--- src/cig_regs.vh ---
// Notes on behaviour
// - Any write to the interrupt-clear register drops a pending serial line request.
// - Read error and both counter requests clear when their own field is written zero.
// - After the cache loads from boot ROM, the serial input bit follows the data pin.
// - Once the cache has loaded, every rising or falling edge on the serial input sets the serial request.
// - With the serial enable low, no serial line interrupt is raised.
// - Any write to full zap invalidates all twelve entries and resets the victim pointer.
// - Any write to non-global invalidate clears only entries whose global flag is zero.
// - Any write to single invalidate also clears all twelve entries and resets the pointer.
// - The status register holds only the two mode bits; others ignored and read zero.
// - Each arithmetic trap sets its summary flag; flags accumulate until the next write.
// - The trapping destination register is recorded as one bit of a 64-bit mask.
// - Each summary read shows the next mask bit, floats 31..0 then integers, and clears it.
// - Any summary write clears flags 8 down to 2 and leaves the write mask alone.
// - Mask bit clears and shifts three cycles after a read; reads need four cycles apart.
// - Summary bit 33 shows the current mask bit, cleared as a side effect of reading.
// - Flags: 8 integer overflow, 7 inexact, 6 underflow, 5 overflow, 4 divide zero, 3 invalid.
// - Bit 2 sets on a soft-completion float trap when all float traps since write had it.
// - A float trap without soft completion clears bit 2 until the next summary write.
// - A summary write leaves the soft-completion flag cleared unless a soft-completion float trap arrives in the same cycle.
// - The serial line request reads at bit 13 of the interrupt request register.
// - The read error request shows at bit 4 and holds until cleared.
`ifndef CIG_REGS_VH
`define CIG_REGS_VH

// Internal register select codes.
`define CIG_SEL_IRQ_CLEAR 4'h0
`define CIG_SEL_SERIAL_IN 4'h1
`define CIG_SEL_FULL_ZAP 4'h2
`define CIG_SEL_NONGLOBAL_INV 4'h3
`define CIG_SEL_SINGLE_INV 4'h4
`define CIG_SEL_MODE_STATUS 4'h5
`define CIG_SEL_TRAP_SUMMARY 4'h6
`define CIG_SEL_IRQ_REQUEST 4'h7

// Interrupt-clear fields; counter and read error fields clear on zero, serial on any write.
`define CIG_CLR_PC1_BIT 0
`define CIG_CLR_PC0_BIT 1
`define CIG_CLR_CRD_BIT 2
`define CIG_CLR_SLC_BIT 32

// Interrupt request register positions.
`define CIG_IRR_SERIAL_BIT 13
`define CIG_IRR_PC0_BIT 9
`define CIG_IRR_PC1_BIT 8
`define CIG_IRR_CRD_BIT 4

// Serial input register position.
`define CIG_SERIAL_IN_BIT 0

// Processor status mode bit positions.
`define CIG_MODE_HI_BIT 4
`define CIG_MODE_LO_BIT 3
`define CIG_MODE_RESET 2'h0

// Trap summary positions.
`define CIG_SUM_MASK_BIT 33
`define CIG_SUM_FLAG_HI 8
`define CIG_SUM_FLAG_LO 3
`define CIG_SUM_SWC_BIT 2

// Write mask: bit 63 is float 31, bit 32 float 0, bit 31 integer 31, bit 0 integer 0.
`define CIG_MASK_START 6'h3f
`define CIG_MASK_CLEAR_DELAY 3

// Translation buffer.
`define CIG_TB_ENTRIES 12
`define CIG_TB_PTR_RESET 4'h0

`endif

--- src/cig_sync.v ---
module cig_sync #(
	parameter WIDTH = 1
) (
	// Clock and reset.
	input wire clk_sys_in,
	input wire rst_in,
	// Asynchronous level in, synchronised level out.
	input wire [WIDTH-1:0] async_in,
	output wire [WIDTH-1:0] sync_out
);
	reg [WIDTH-1:0] meta_ff;
	reg [WIDTH-1:0] sync_ff;

	always @(posedge clk_sys_in) begin
		if (rst_in) begin
			meta_ff <= {WIDTH{1'b0}};
			sync_ff <= {WIDTH{1'b0}};
		end else begin
			meta_ff <= async_in;
			sync_ff <= meta_ff;
		end
	end

	assign sync_out = sync_ff;
endmodule

--- src/cig_ipr_group.v ---
`include "cig_regs.vh"

module cig_ipr_group #(
	parameter TB_ENTRIES = `CIG_TB_ENTRIES,
	parameter CLEAR_DELAY = `CIG_MASK_CLEAR_DELAY
) (
	// Clock and reset.
	input wire clk_sys_in,
	input wire rst_in,
	// Internal register access from move-to and move-from instructions.
	input wire ipr_wr_en_in,
	input wire ipr_rd_en_in,
	input wire [3:0] ipr_sel_in,
	input wire [63:0] ipr_wdata_in,
	output reg [63:0] ipr_rdata_out,
	output reg ipr_rd_valid_out,
	// Serial line pins and status.
	input wire boot_rom_data_pin_in,
	input wire icache_loaded_in,
	input wire serial_irq_enable_in,
	// Other interrupt sources.
	input wire crd_event_in,
	input wire pc0_event_in,
	input wire pc1_event_in,
	// Interrupt requests.
	output reg serial_irq_status_bit_out,
	output reg serial_irq_out,
	output reg corrected_err_irq_status_out,
	output reg perf_count0_irq_out,
	output reg perf_count1_irq_out,
	// Arithmetic trap reports.
	input wire trap_valid_in,
	input wire [5:0] trap_flags_in,
	input wire trap_is_float_in,
	input wire trap_soft_in,
	input wire [5:0] trap_dest_in,
	// Translation buffer fill and state.
	input wire tb_fill_in,
	input wire tb_fill_global_in,
	output reg [TB_ENTRIES-1:0] tb_valid_out,
	output reg [TB_ENTRIES-1:0] tb_global_out,
	output reg [3:0] next_victim_pointer_out,
	// Current mode.
	output reg [1:0] cur_mode_out
);
	wire wr_clear;
	wire wr_zap;
	wire wr_nonglobal;
	wire wr_single;
	wire wr_mode;
	wire wr_summary;
	wire rd_summary;
	wire serial_sync;

	reg serial_prev_ff;

	reg serial_in_bit_ff;
	reg serial_req_ff;
	reg crd_req_ff;
	reg pc0_req_ff;
	reg pc1_req_ff;
	reg [5:0] trap_sum_ff;
	reg swc_ff;
	reg swc_ok_ff;
	reg [63:0] wmask_ff;
	reg [5:0] mask_ptr_ff;
	reg [CLEAR_DELAY-1:0] rd_pipe_ff;

	reg [63:0] nxt_rdata;
	reg [5:0] nxt_trap_sum;
	reg nxt_swc;
	reg nxt_swc_ok;
	reg [63:0] nxt_wmask;
	reg [TB_ENTRIES-1:0] nxt_tb_valid;
	reg [TB_ENTRIES-1:0] nxt_tb_global;
	reg [3:0] nxt_victim;

	wire serial_edge;
	wire tb_flush_all;

	// Strobes are decoded once, so every block acts on the same select.
	assign wr_clear = ipr_wr_en_in && (ipr_sel_in == `CIG_SEL_IRQ_CLEAR);
	assign wr_zap = ipr_wr_en_in && (ipr_sel_in == `CIG_SEL_FULL_ZAP);
	assign wr_nonglobal = ipr_wr_en_in && (ipr_sel_in == `CIG_SEL_NONGLOBAL_INV);
	assign wr_single = ipr_wr_en_in && (ipr_sel_in == `CIG_SEL_SINGLE_INV);
	assign wr_mode = ipr_wr_en_in && (ipr_sel_in == `CIG_SEL_MODE_STATUS);
	assign wr_summary = ipr_wr_en_in && (ipr_sel_in == `CIG_SEL_TRAP_SUMMARY);
	assign rd_summary = ipr_rd_en_in && (ipr_sel_in == `CIG_SEL_TRAP_SUMMARY);
	assign tb_flush_all = wr_zap || wr_single;

	// The boot ROM data pin is asynchronous to the core clock.
	cig_sync #(
		.WIDTH(1)
	) u_serial_sync (
		.clk_sys_in(clk_sys_in),
		.rst_in(rst_in),
		.async_in(boot_rom_data_pin_in),
		.sync_out(serial_sync)
	);

	// Edges are only taken once the pin belongs to the serial line.
	// The detector resets to the idle low level, so reset release gives no false edge.
	assign serial_edge = icache_loaded_in && (serial_sync != serial_prev_ff);

	always @(posedge clk_sys_in) begin
		if (rst_in) begin
			serial_prev_ff <= 1'b0;
			serial_in_bit_ff <= 1'b0;
		end else begin
			serial_prev_ff <= serial_sync;
			serial_in_bit_ff <= icache_loaded_in & serial_sync;
		end
	end

	// Interrupt requests: a new event in the clearing cycle wins.
	// Only the serial request ignores the data; the others need their field at zero.
	always @(posedge clk_sys_in) begin
		if (rst_in) begin
			serial_req_ff <= 1'b0;
			crd_req_ff <= 1'b0;
			pc0_req_ff <= 1'b0;
			pc1_req_ff <= 1'b0;
		end else begin
			if (serial_edge)
				serial_req_ff <= 1'b1;
			else if (wr_clear)
				serial_req_ff <= 1'b0;
			if (crd_event_in)
				crd_req_ff <= 1'b1;
			else if (wr_clear && !ipr_wdata_in[`CIG_CLR_CRD_BIT])
				crd_req_ff <= 1'b0;
			if (pc0_event_in)
				pc0_req_ff <= 1'b1;
			else if (wr_clear && !ipr_wdata_in[`CIG_CLR_PC0_BIT])
				pc0_req_ff <= 1'b0;
			if (pc1_event_in)
				pc1_req_ff <= 1'b1;
			else if (wr_clear && !ipr_wdata_in[`CIG_CLR_PC1_BIT])
				pc1_req_ff <= 1'b0;
		end
	end

	always @(posedge clk_sys_in) begin
		if (rst_in) begin
			serial_irq_status_bit_out <= 1'b0;
			serial_irq_out <= 1'b0;
			corrected_err_irq_status_out <= 1'b0;
			perf_count0_irq_out <= 1'b0;
			perf_count1_irq_out <= 1'b0;
		end else begin
			// One extra flop keeps every output on a register, at one cycle of latency.
			serial_irq_status_bit_out <= serial_req_ff;
			serial_irq_out <= serial_req_ff & serial_irq_enable_in;
			corrected_err_irq_status_out <= crd_req_ff;
			perf_count0_irq_out <= pc0_req_ff;
			perf_count1_irq_out <= pc1_req_ff;
		end
	end

	// Mode status keeps only the two mode bits.
	// Other write bits are dropped here, so reads return zero outside the mode field.
	always @(posedge clk_sys_in) begin
		if (rst_in)
			cur_mode_out <= `CIG_MODE_RESET;
		else if (wr_mode)
			cur_mode_out <= {ipr_wdata_in[`CIG_MODE_HI_BIT],
				ipr_wdata_in[`CIG_MODE_LO_BIT]};
	end

	// Trap summary and soft-completion tracking.
	// The qualifier state survives reads, so only a summary write restores it.
	always @* begin
		nxt_trap_sum = trap_sum_ff;
		nxt_swc = swc_ff;
		nxt_swc_ok = swc_ok_ff;
		if (wr_summary) begin
			nxt_trap_sum = 6'h00;
			nxt_swc = 1'b0;
			nxt_swc_ok = 1'b1;
		end
		if (trap_valid_in) begin
			nxt_trap_sum = nxt_trap_sum | trap_flags_in;
			if (trap_is_float_in) begin
				if (trap_soft_in) begin
					nxt_swc = nxt_swc_ok;
				end else begin
					nxt_swc = 1'b0;
					nxt_swc_ok = 1'b0;
				end
			end
		end
	end

	// Write mask: the clear lands a fixed delay after the read that saw the bit.
	// A new trap to the bit being cleared wins, so that result is not lost.
	always @* begin
		nxt_wmask = wmask_ff;
		if (rd_pipe_ff[CLEAR_DELAY-1])
			nxt_wmask[mask_ptr_ff] = 1'b0;
		if (trap_valid_in)
			nxt_wmask[trap_dest_in] = 1'b1;
	end

	always @(posedge clk_sys_in) begin
		if (rst_in) begin
			trap_sum_ff <= 6'h00;
			swc_ff <= 1'b0;
			swc_ok_ff <= 1'b1;
			wmask_ff <= 64'h0000_0000_0000_0000;
			mask_ptr_ff <= `CIG_MASK_START;
			rd_pipe_ff <= {CLEAR_DELAY{1'b0}};
		end else begin
			trap_sum_ff <= nxt_trap_sum;
			swc_ff <= nxt_swc;
			swc_ok_ff <= nxt_swc_ok;
			wmask_ff <= nxt_wmask;
			rd_pipe_ff <= {rd_pipe_ff[CLEAR_DELAY-2:0], rd_summary};
			// Pointer walks float 31 down to integer 0, then wraps.
			// Reads no farther apart than the delay see the same bit again; software must space them.
			if (rd_pipe_ff[CLEAR_DELAY-1])
				mask_ptr_ff <= mask_ptr_ff - 6'h01;
		end
	end

	// Translation buffer valid bits; a command beats a fill in the same cycle.
	// A fill lost that way must be repeated; the pointer wraps at the last entry.
	always @* begin
		nxt_tb_valid = tb_valid_out;
		nxt_tb_global = tb_global_out;
		nxt_victim = next_victim_pointer_out;
		if (tb_fill_in) begin
			nxt_tb_valid[next_victim_pointer_out] = 1'b1;
			nxt_tb_global[next_victim_pointer_out] = tb_fill_global_in;
			if (next_victim_pointer_out == TB_ENTRIES - 1)
				nxt_victim = `CIG_TB_PTR_RESET;
			else
				nxt_victim = next_victim_pointer_out + 4'h1;
		end
		if (wr_nonglobal)
			nxt_tb_valid = nxt_tb_valid & nxt_tb_global;
		if (tb_flush_all) begin
			nxt_tb_valid = {TB_ENTRIES{1'b0}};
			nxt_victim = `CIG_TB_PTR_RESET;
		end
	end

	// Updated on the write edge, so the next fetch already sees it.
	always @(posedge clk_sys_in) begin
		if (rst_in) begin
			tb_valid_out <= {TB_ENTRIES{1'b0}};
			tb_global_out <= {TB_ENTRIES{1'b0}};
			next_victim_pointer_out <= `CIG_TB_PTR_RESET;
		end else begin
			tb_valid_out <= nxt_tb_valid;
			tb_global_out <= nxt_tb_global;
			next_victim_pointer_out <= nxt_victim;
		end
	end

	// Read multiplexer; write-only and unknown selects read zero.
	// Registered read data keep the answer steady until the next read strobe.
	always @* begin
		nxt_rdata = 64'h0000_0000_0000_0000;
		case (ipr_sel_in)
			`CIG_SEL_SERIAL_IN: begin
				nxt_rdata[`CIG_SERIAL_IN_BIT] = serial_in_bit_ff;
			end
			`CIG_SEL_MODE_STATUS: begin
				nxt_rdata[`CIG_MODE_HI_BIT] = cur_mode_out[1];
				nxt_rdata[`CIG_MODE_LO_BIT] = cur_mode_out[0];
			end
			`CIG_SEL_TRAP_SUMMARY: begin
				nxt_rdata[`CIG_SUM_MASK_BIT] = wmask_ff[mask_ptr_ff];
				nxt_rdata[`CIG_SUM_FLAG_HI:`CIG_SUM_FLAG_LO] = trap_sum_ff;
				nxt_rdata[`CIG_SUM_SWC_BIT] = swc_ff;
			end
			`CIG_SEL_IRQ_REQUEST: begin
				nxt_rdata[`CIG_IRR_SERIAL_BIT] = serial_req_ff;
				nxt_rdata[`CIG_IRR_PC0_BIT] = pc0_req_ff;
				nxt_rdata[`CIG_IRR_PC1_BIT] = pc1_req_ff;
				nxt_rdata[`CIG_IRR_CRD_BIT] = crd_req_ff;
			end
			default: begin
				nxt_rdata = 64'h0000_0000_0000_0000;
			end
		endcase
	end

	always @(posedge clk_sys_in) begin
		if (rst_in) begin
			ipr_rdata_out <= 64'h0000_0000_0000_0000;
			ipr_rd_valid_out <= 1'b0;
		end else begin
			// The valid pulse follows every read strobe, even of write-only selects.
			ipr_rd_valid_out <= ipr_rd_en_in;
			if (ipr_rd_en_in)
				ipr_rdata_out <= nxt_rdata;
		end
	end
endmodule

--- config.mk ---
export PLATFORM = sky130hd
export DESIGN_NAME = cig_ipr_group
export DESIGN_NICKNAME = d
export VERILOG_FILES = /design/src/cig_sync.v /design/src/cig_ipr_group.v
export VERILOG_INCLUDE_DIRS = /design/src /design/src/src
export SDC_FILE = /design/constraint.sdc
export NUM_CORES = 1
export LEC_CHECK = 0
export BUFFER_PORTS_ARGS = -buffer_cell sky130_fd_sc_hd__clkbuf_2
export CAP_MARGIN = 5
export CORE_MARGIN = 2
export CORE_UTILIZATION = 40
export CTS_CLUSTER_SIZE = 24
export DETAILED_ROUTE_END_ITERATION = 16
export PLACE_DENSITY_LB_ADDON = 0.25
export SLEW_MARGIN = 10
export SYNTH_ARGS = -nofsm -noshare
export SYNTH_HDL_FRONTEND = slang
export SYNTH_HIERARCHICAL = 1
export SYNTH_SLANG_ARGS = --single-unit
--- constraint.sdc ---
create_clock -name clk_sys_in -period 2.6 [get_ports clk_sys_in]
set_input_delay 0.26 -clock clk_sys_in [delete_from_list [all_inputs] [get_ports clk_sys_in]]
set_output_delay 0.26 -clock clk_sys_in [all_outputs]
set_load 0.03 [all_outputs]
==> results.yml <==
run_status:
  outcome: "completed"
worst_setup_path:
  cp-start-kind: "flip-flop"
  cp_cell_sequence: "buf_4 -> mux4_1 -> mux2i_1 -> o22ai_1 -> nor4_1 -> o31ai_1"
  r2r_slack_ps: 70
  crit_type: "flip-flop to flip-flop"
  required_ps: 2880
  critPathCaptureType: "flip-flop"
  cpMaxStageDelayCell: "mux4_1"
  crit_arrival_ps: 2810
  critical_path.max_stage_delay_ps: 610
  worstPathMaxFanout: 14
global_routing:
  grt_pass1_wl_mm: 25.3
  grt_max_degree: 57
  grt_pass1_vias: 4689
  grt_usage: 0.197
  antenna_found_initial: 0
  grt_overflow: 0
clock_network:
  clk_latency_ps: 420
  root_buffer: "clkbuf_16"
  tritoncts: "yes"
  htree_levels: 4
  ctsHoldBuffers: 0
  cts_buffer_depth: 2
  cts_setup_buffers: 0
  numCtsBuffers: 17
  cts_sinks: 136
  cts_resized: 0
  clk_pin_slew_ps: 60
timing:
  max_slew_margin: 0.413
  worst_pin_slew_ps: 878
  drv_slew: 0
  fin_crit_ps: 2530
  setup_viol: 0
  setup_tns_ps: 0
  fin_skew_ps: 10.1
  hold_viol: 0
  rsz0062_at_grt: "no"
  fmax_ghz: 0.396
  period_share: 0.972
pwr:
  p_per_area_mw_per_mm2: 658
  p_leak_nw: 2.91
  peakVddDrop_mv: 0.439
final_layout:
  area_growth_pct: 15.3
  multi_input_area_sq_mm: 0.00308
  antenna_cells: 0
  fillers: 1514
  seqCellArea_sq_mm: 0.00272
  fin_cells: 1001
  drive_above_1_share: 0.173
  nets: 901
floorplanning:
  initial_utilization: 0.409
  die_y_um: 129
  num_io_pins: 195
  chipWidth_um: 129
  core_sq_mm: 0.0152
  num_rows: 45
  die_area_sq_mm: 0.0166
job:
  maxCapViolations: 0
synthesis:
  synth_flop_cell: "dfxtp_1"
  yosysSeqAreaShare: 0.438
  ys_async_sr_fraction: 0
  syn_area_per_cell_sq_um: 8.62
  yosysUniqueCellTypes: 52
  syn-instance-count: 721
  synth_seq_cells: 136
  ys_warn_count: 6
  synth.cell_area_sq_mm: 0.00622
  synth_edf_count: 0
drt:
  wl_mm: 15.9
  drc: 0
  drtIter0Drc: 402
  drt_first_pass_iters: 6
  drt-wirelength-per-cell_um: 15.9
  via_count: 5212
  ant_nets: 0
  via_per_inst: 5.21
placement:
  io_buffers: 82
  hpwl_mm: 10.6
  place_congestion: 0.864
  placed_cells_incl_taps: 969
min_path:
  min_path_type: "primary input to flip-flop"
per-stage QoR:
step,setup slack [ps],area [sq um],utilization,power [W],hold WS [ps]
global route,37.1,7170,0.472,0.00489,41.8
CTS,96.2,7170,0.472,0.00477,36.6
detailed placement,111,6630,0.436,0.00255,429
global placement,139,6630,0.436,0.00255,416
floorplan,658,6410,-,0.00252,332
finish,73.8,7170,0.472,0.00472,46.2
kinds of logic after synthesis:
logic type / share of synthesized area
AO/OA/AOI/OAI: 0.187
other: 0.000603
adder cells (fa/ha/maj): 0.0121
buffers and inverters: 0.0990
AND/OR/NAND/NOR: 0.174
multiplexers: 0.0783
flip-flops: 0.438
XOR/XNOR: 0.0113
placed cells by master, fill, tap and decap left out, types with 17 or more instances in the layout:
cell type	n
clkbuf_16	17
nor2b_1	25
nand2_1	103
clkbuf_2	81
nor2_1	30
conb_1	53
o21ai_0	93
a21oi_1	86
dfxtp_1	136
buf_4	18
nand3_1	19
cells in the mapped netlist, types with 8 or more instances:
cell	n	area, sq um
nor2b_1	25	156
mux2i_1	10	100
nand2b_1	13	81.3
nand2_1	103	387
nor2_1	30	113
mux4_1	10	263
inv_1	13	48.8
buf_4	56	420
nor3b_1	9	67.6
clkbuf_1	27	101
o21ai_0	93	465
dfxtp_1	136	2720
nand3_1	19	95.1
a21oi_1	86	430
a22oi_1	8	60.1
worst max-delay path, delay by kind of cell, from the launching register on:
kind	cells	cell delay, ps
muxes	2	780
DFF	1	560
and+or+nand+nor	1	490
buffers and inverters	1	340
AOI/OAI and AO/OA	2	220
path summary, 6_finish.rpt:
| check | from | endpoint | depth (start not counted) |
|---|---|---|---|
| setup / recovery | mask_ptr_ff[0]$_SDFFE_PP1P_ | ipr_rdata_out[33]$_SDFFE_PP0P_ | 6 |
| hold / removal | serial_irq_enable_in | serial_irq_out$_SDFF_PP0_ | 2 |
| setup reg to reg | mask_ptr_ff[0]$_SDFFE_PP1P_ | ipr_rdata_out[33]$_SDFFE_PP0P_ | 6 |
| hold reg to reg | u_serial_sync/meta_ff$_SDFF_PP0_ | u_serial_sync/sync_out$_SDFF_PP0_ | 1 |
registers in the layout, indices dropped and copies added (netlist names), 2 cells and up:
register,count
cur_mode_out,2
ipr_rdata_out,11
mask_ptr_ff,6
next_victim_pointer_out,4
rd_pipe_ff,3
tb_global_out,12
tb_valid_out,12
trap_sum_ff,6
wmask_ff,64
layer usage:
layer,GRT usage,share of wire
met4,0.0831,0.021
met3,0.0341,0.053
met2,0.307,0.47
met1,0.270,0.46
met5,0,0
cell type report:
| cell class | instances | area share |
|---|---|---|
| well taps | 188 | 0.0328 |
| flip-flops and latches | 136 | 0.380 |
| multi-input cells | 532 | 0.429 |
| repair buffers | 99 | 0.0754 |
| clock inverters | 11 | 0.0105 |
| inverters | 14 | 0.00733 |
| clock buffers | 21 | 0.0656 |
power by group:
| part | internal (W) | switching, W | leakage (nW) | total, W |
|---|---|---|---|---|
| combinational | 0.0000909 | 0.000276 | 1.54 | 0.000366 |
| clock | 0.00129 | 0.000917 | 0.269 | 0.00221 |
| sequential | 0.00212 | 0.0000226 | 1.10 | 0.00214 |
| total | 0.00350 | 0.00122 | 2.91 | 0.00472 |
No activity file was read; power rests on OpenSTA's default activity.
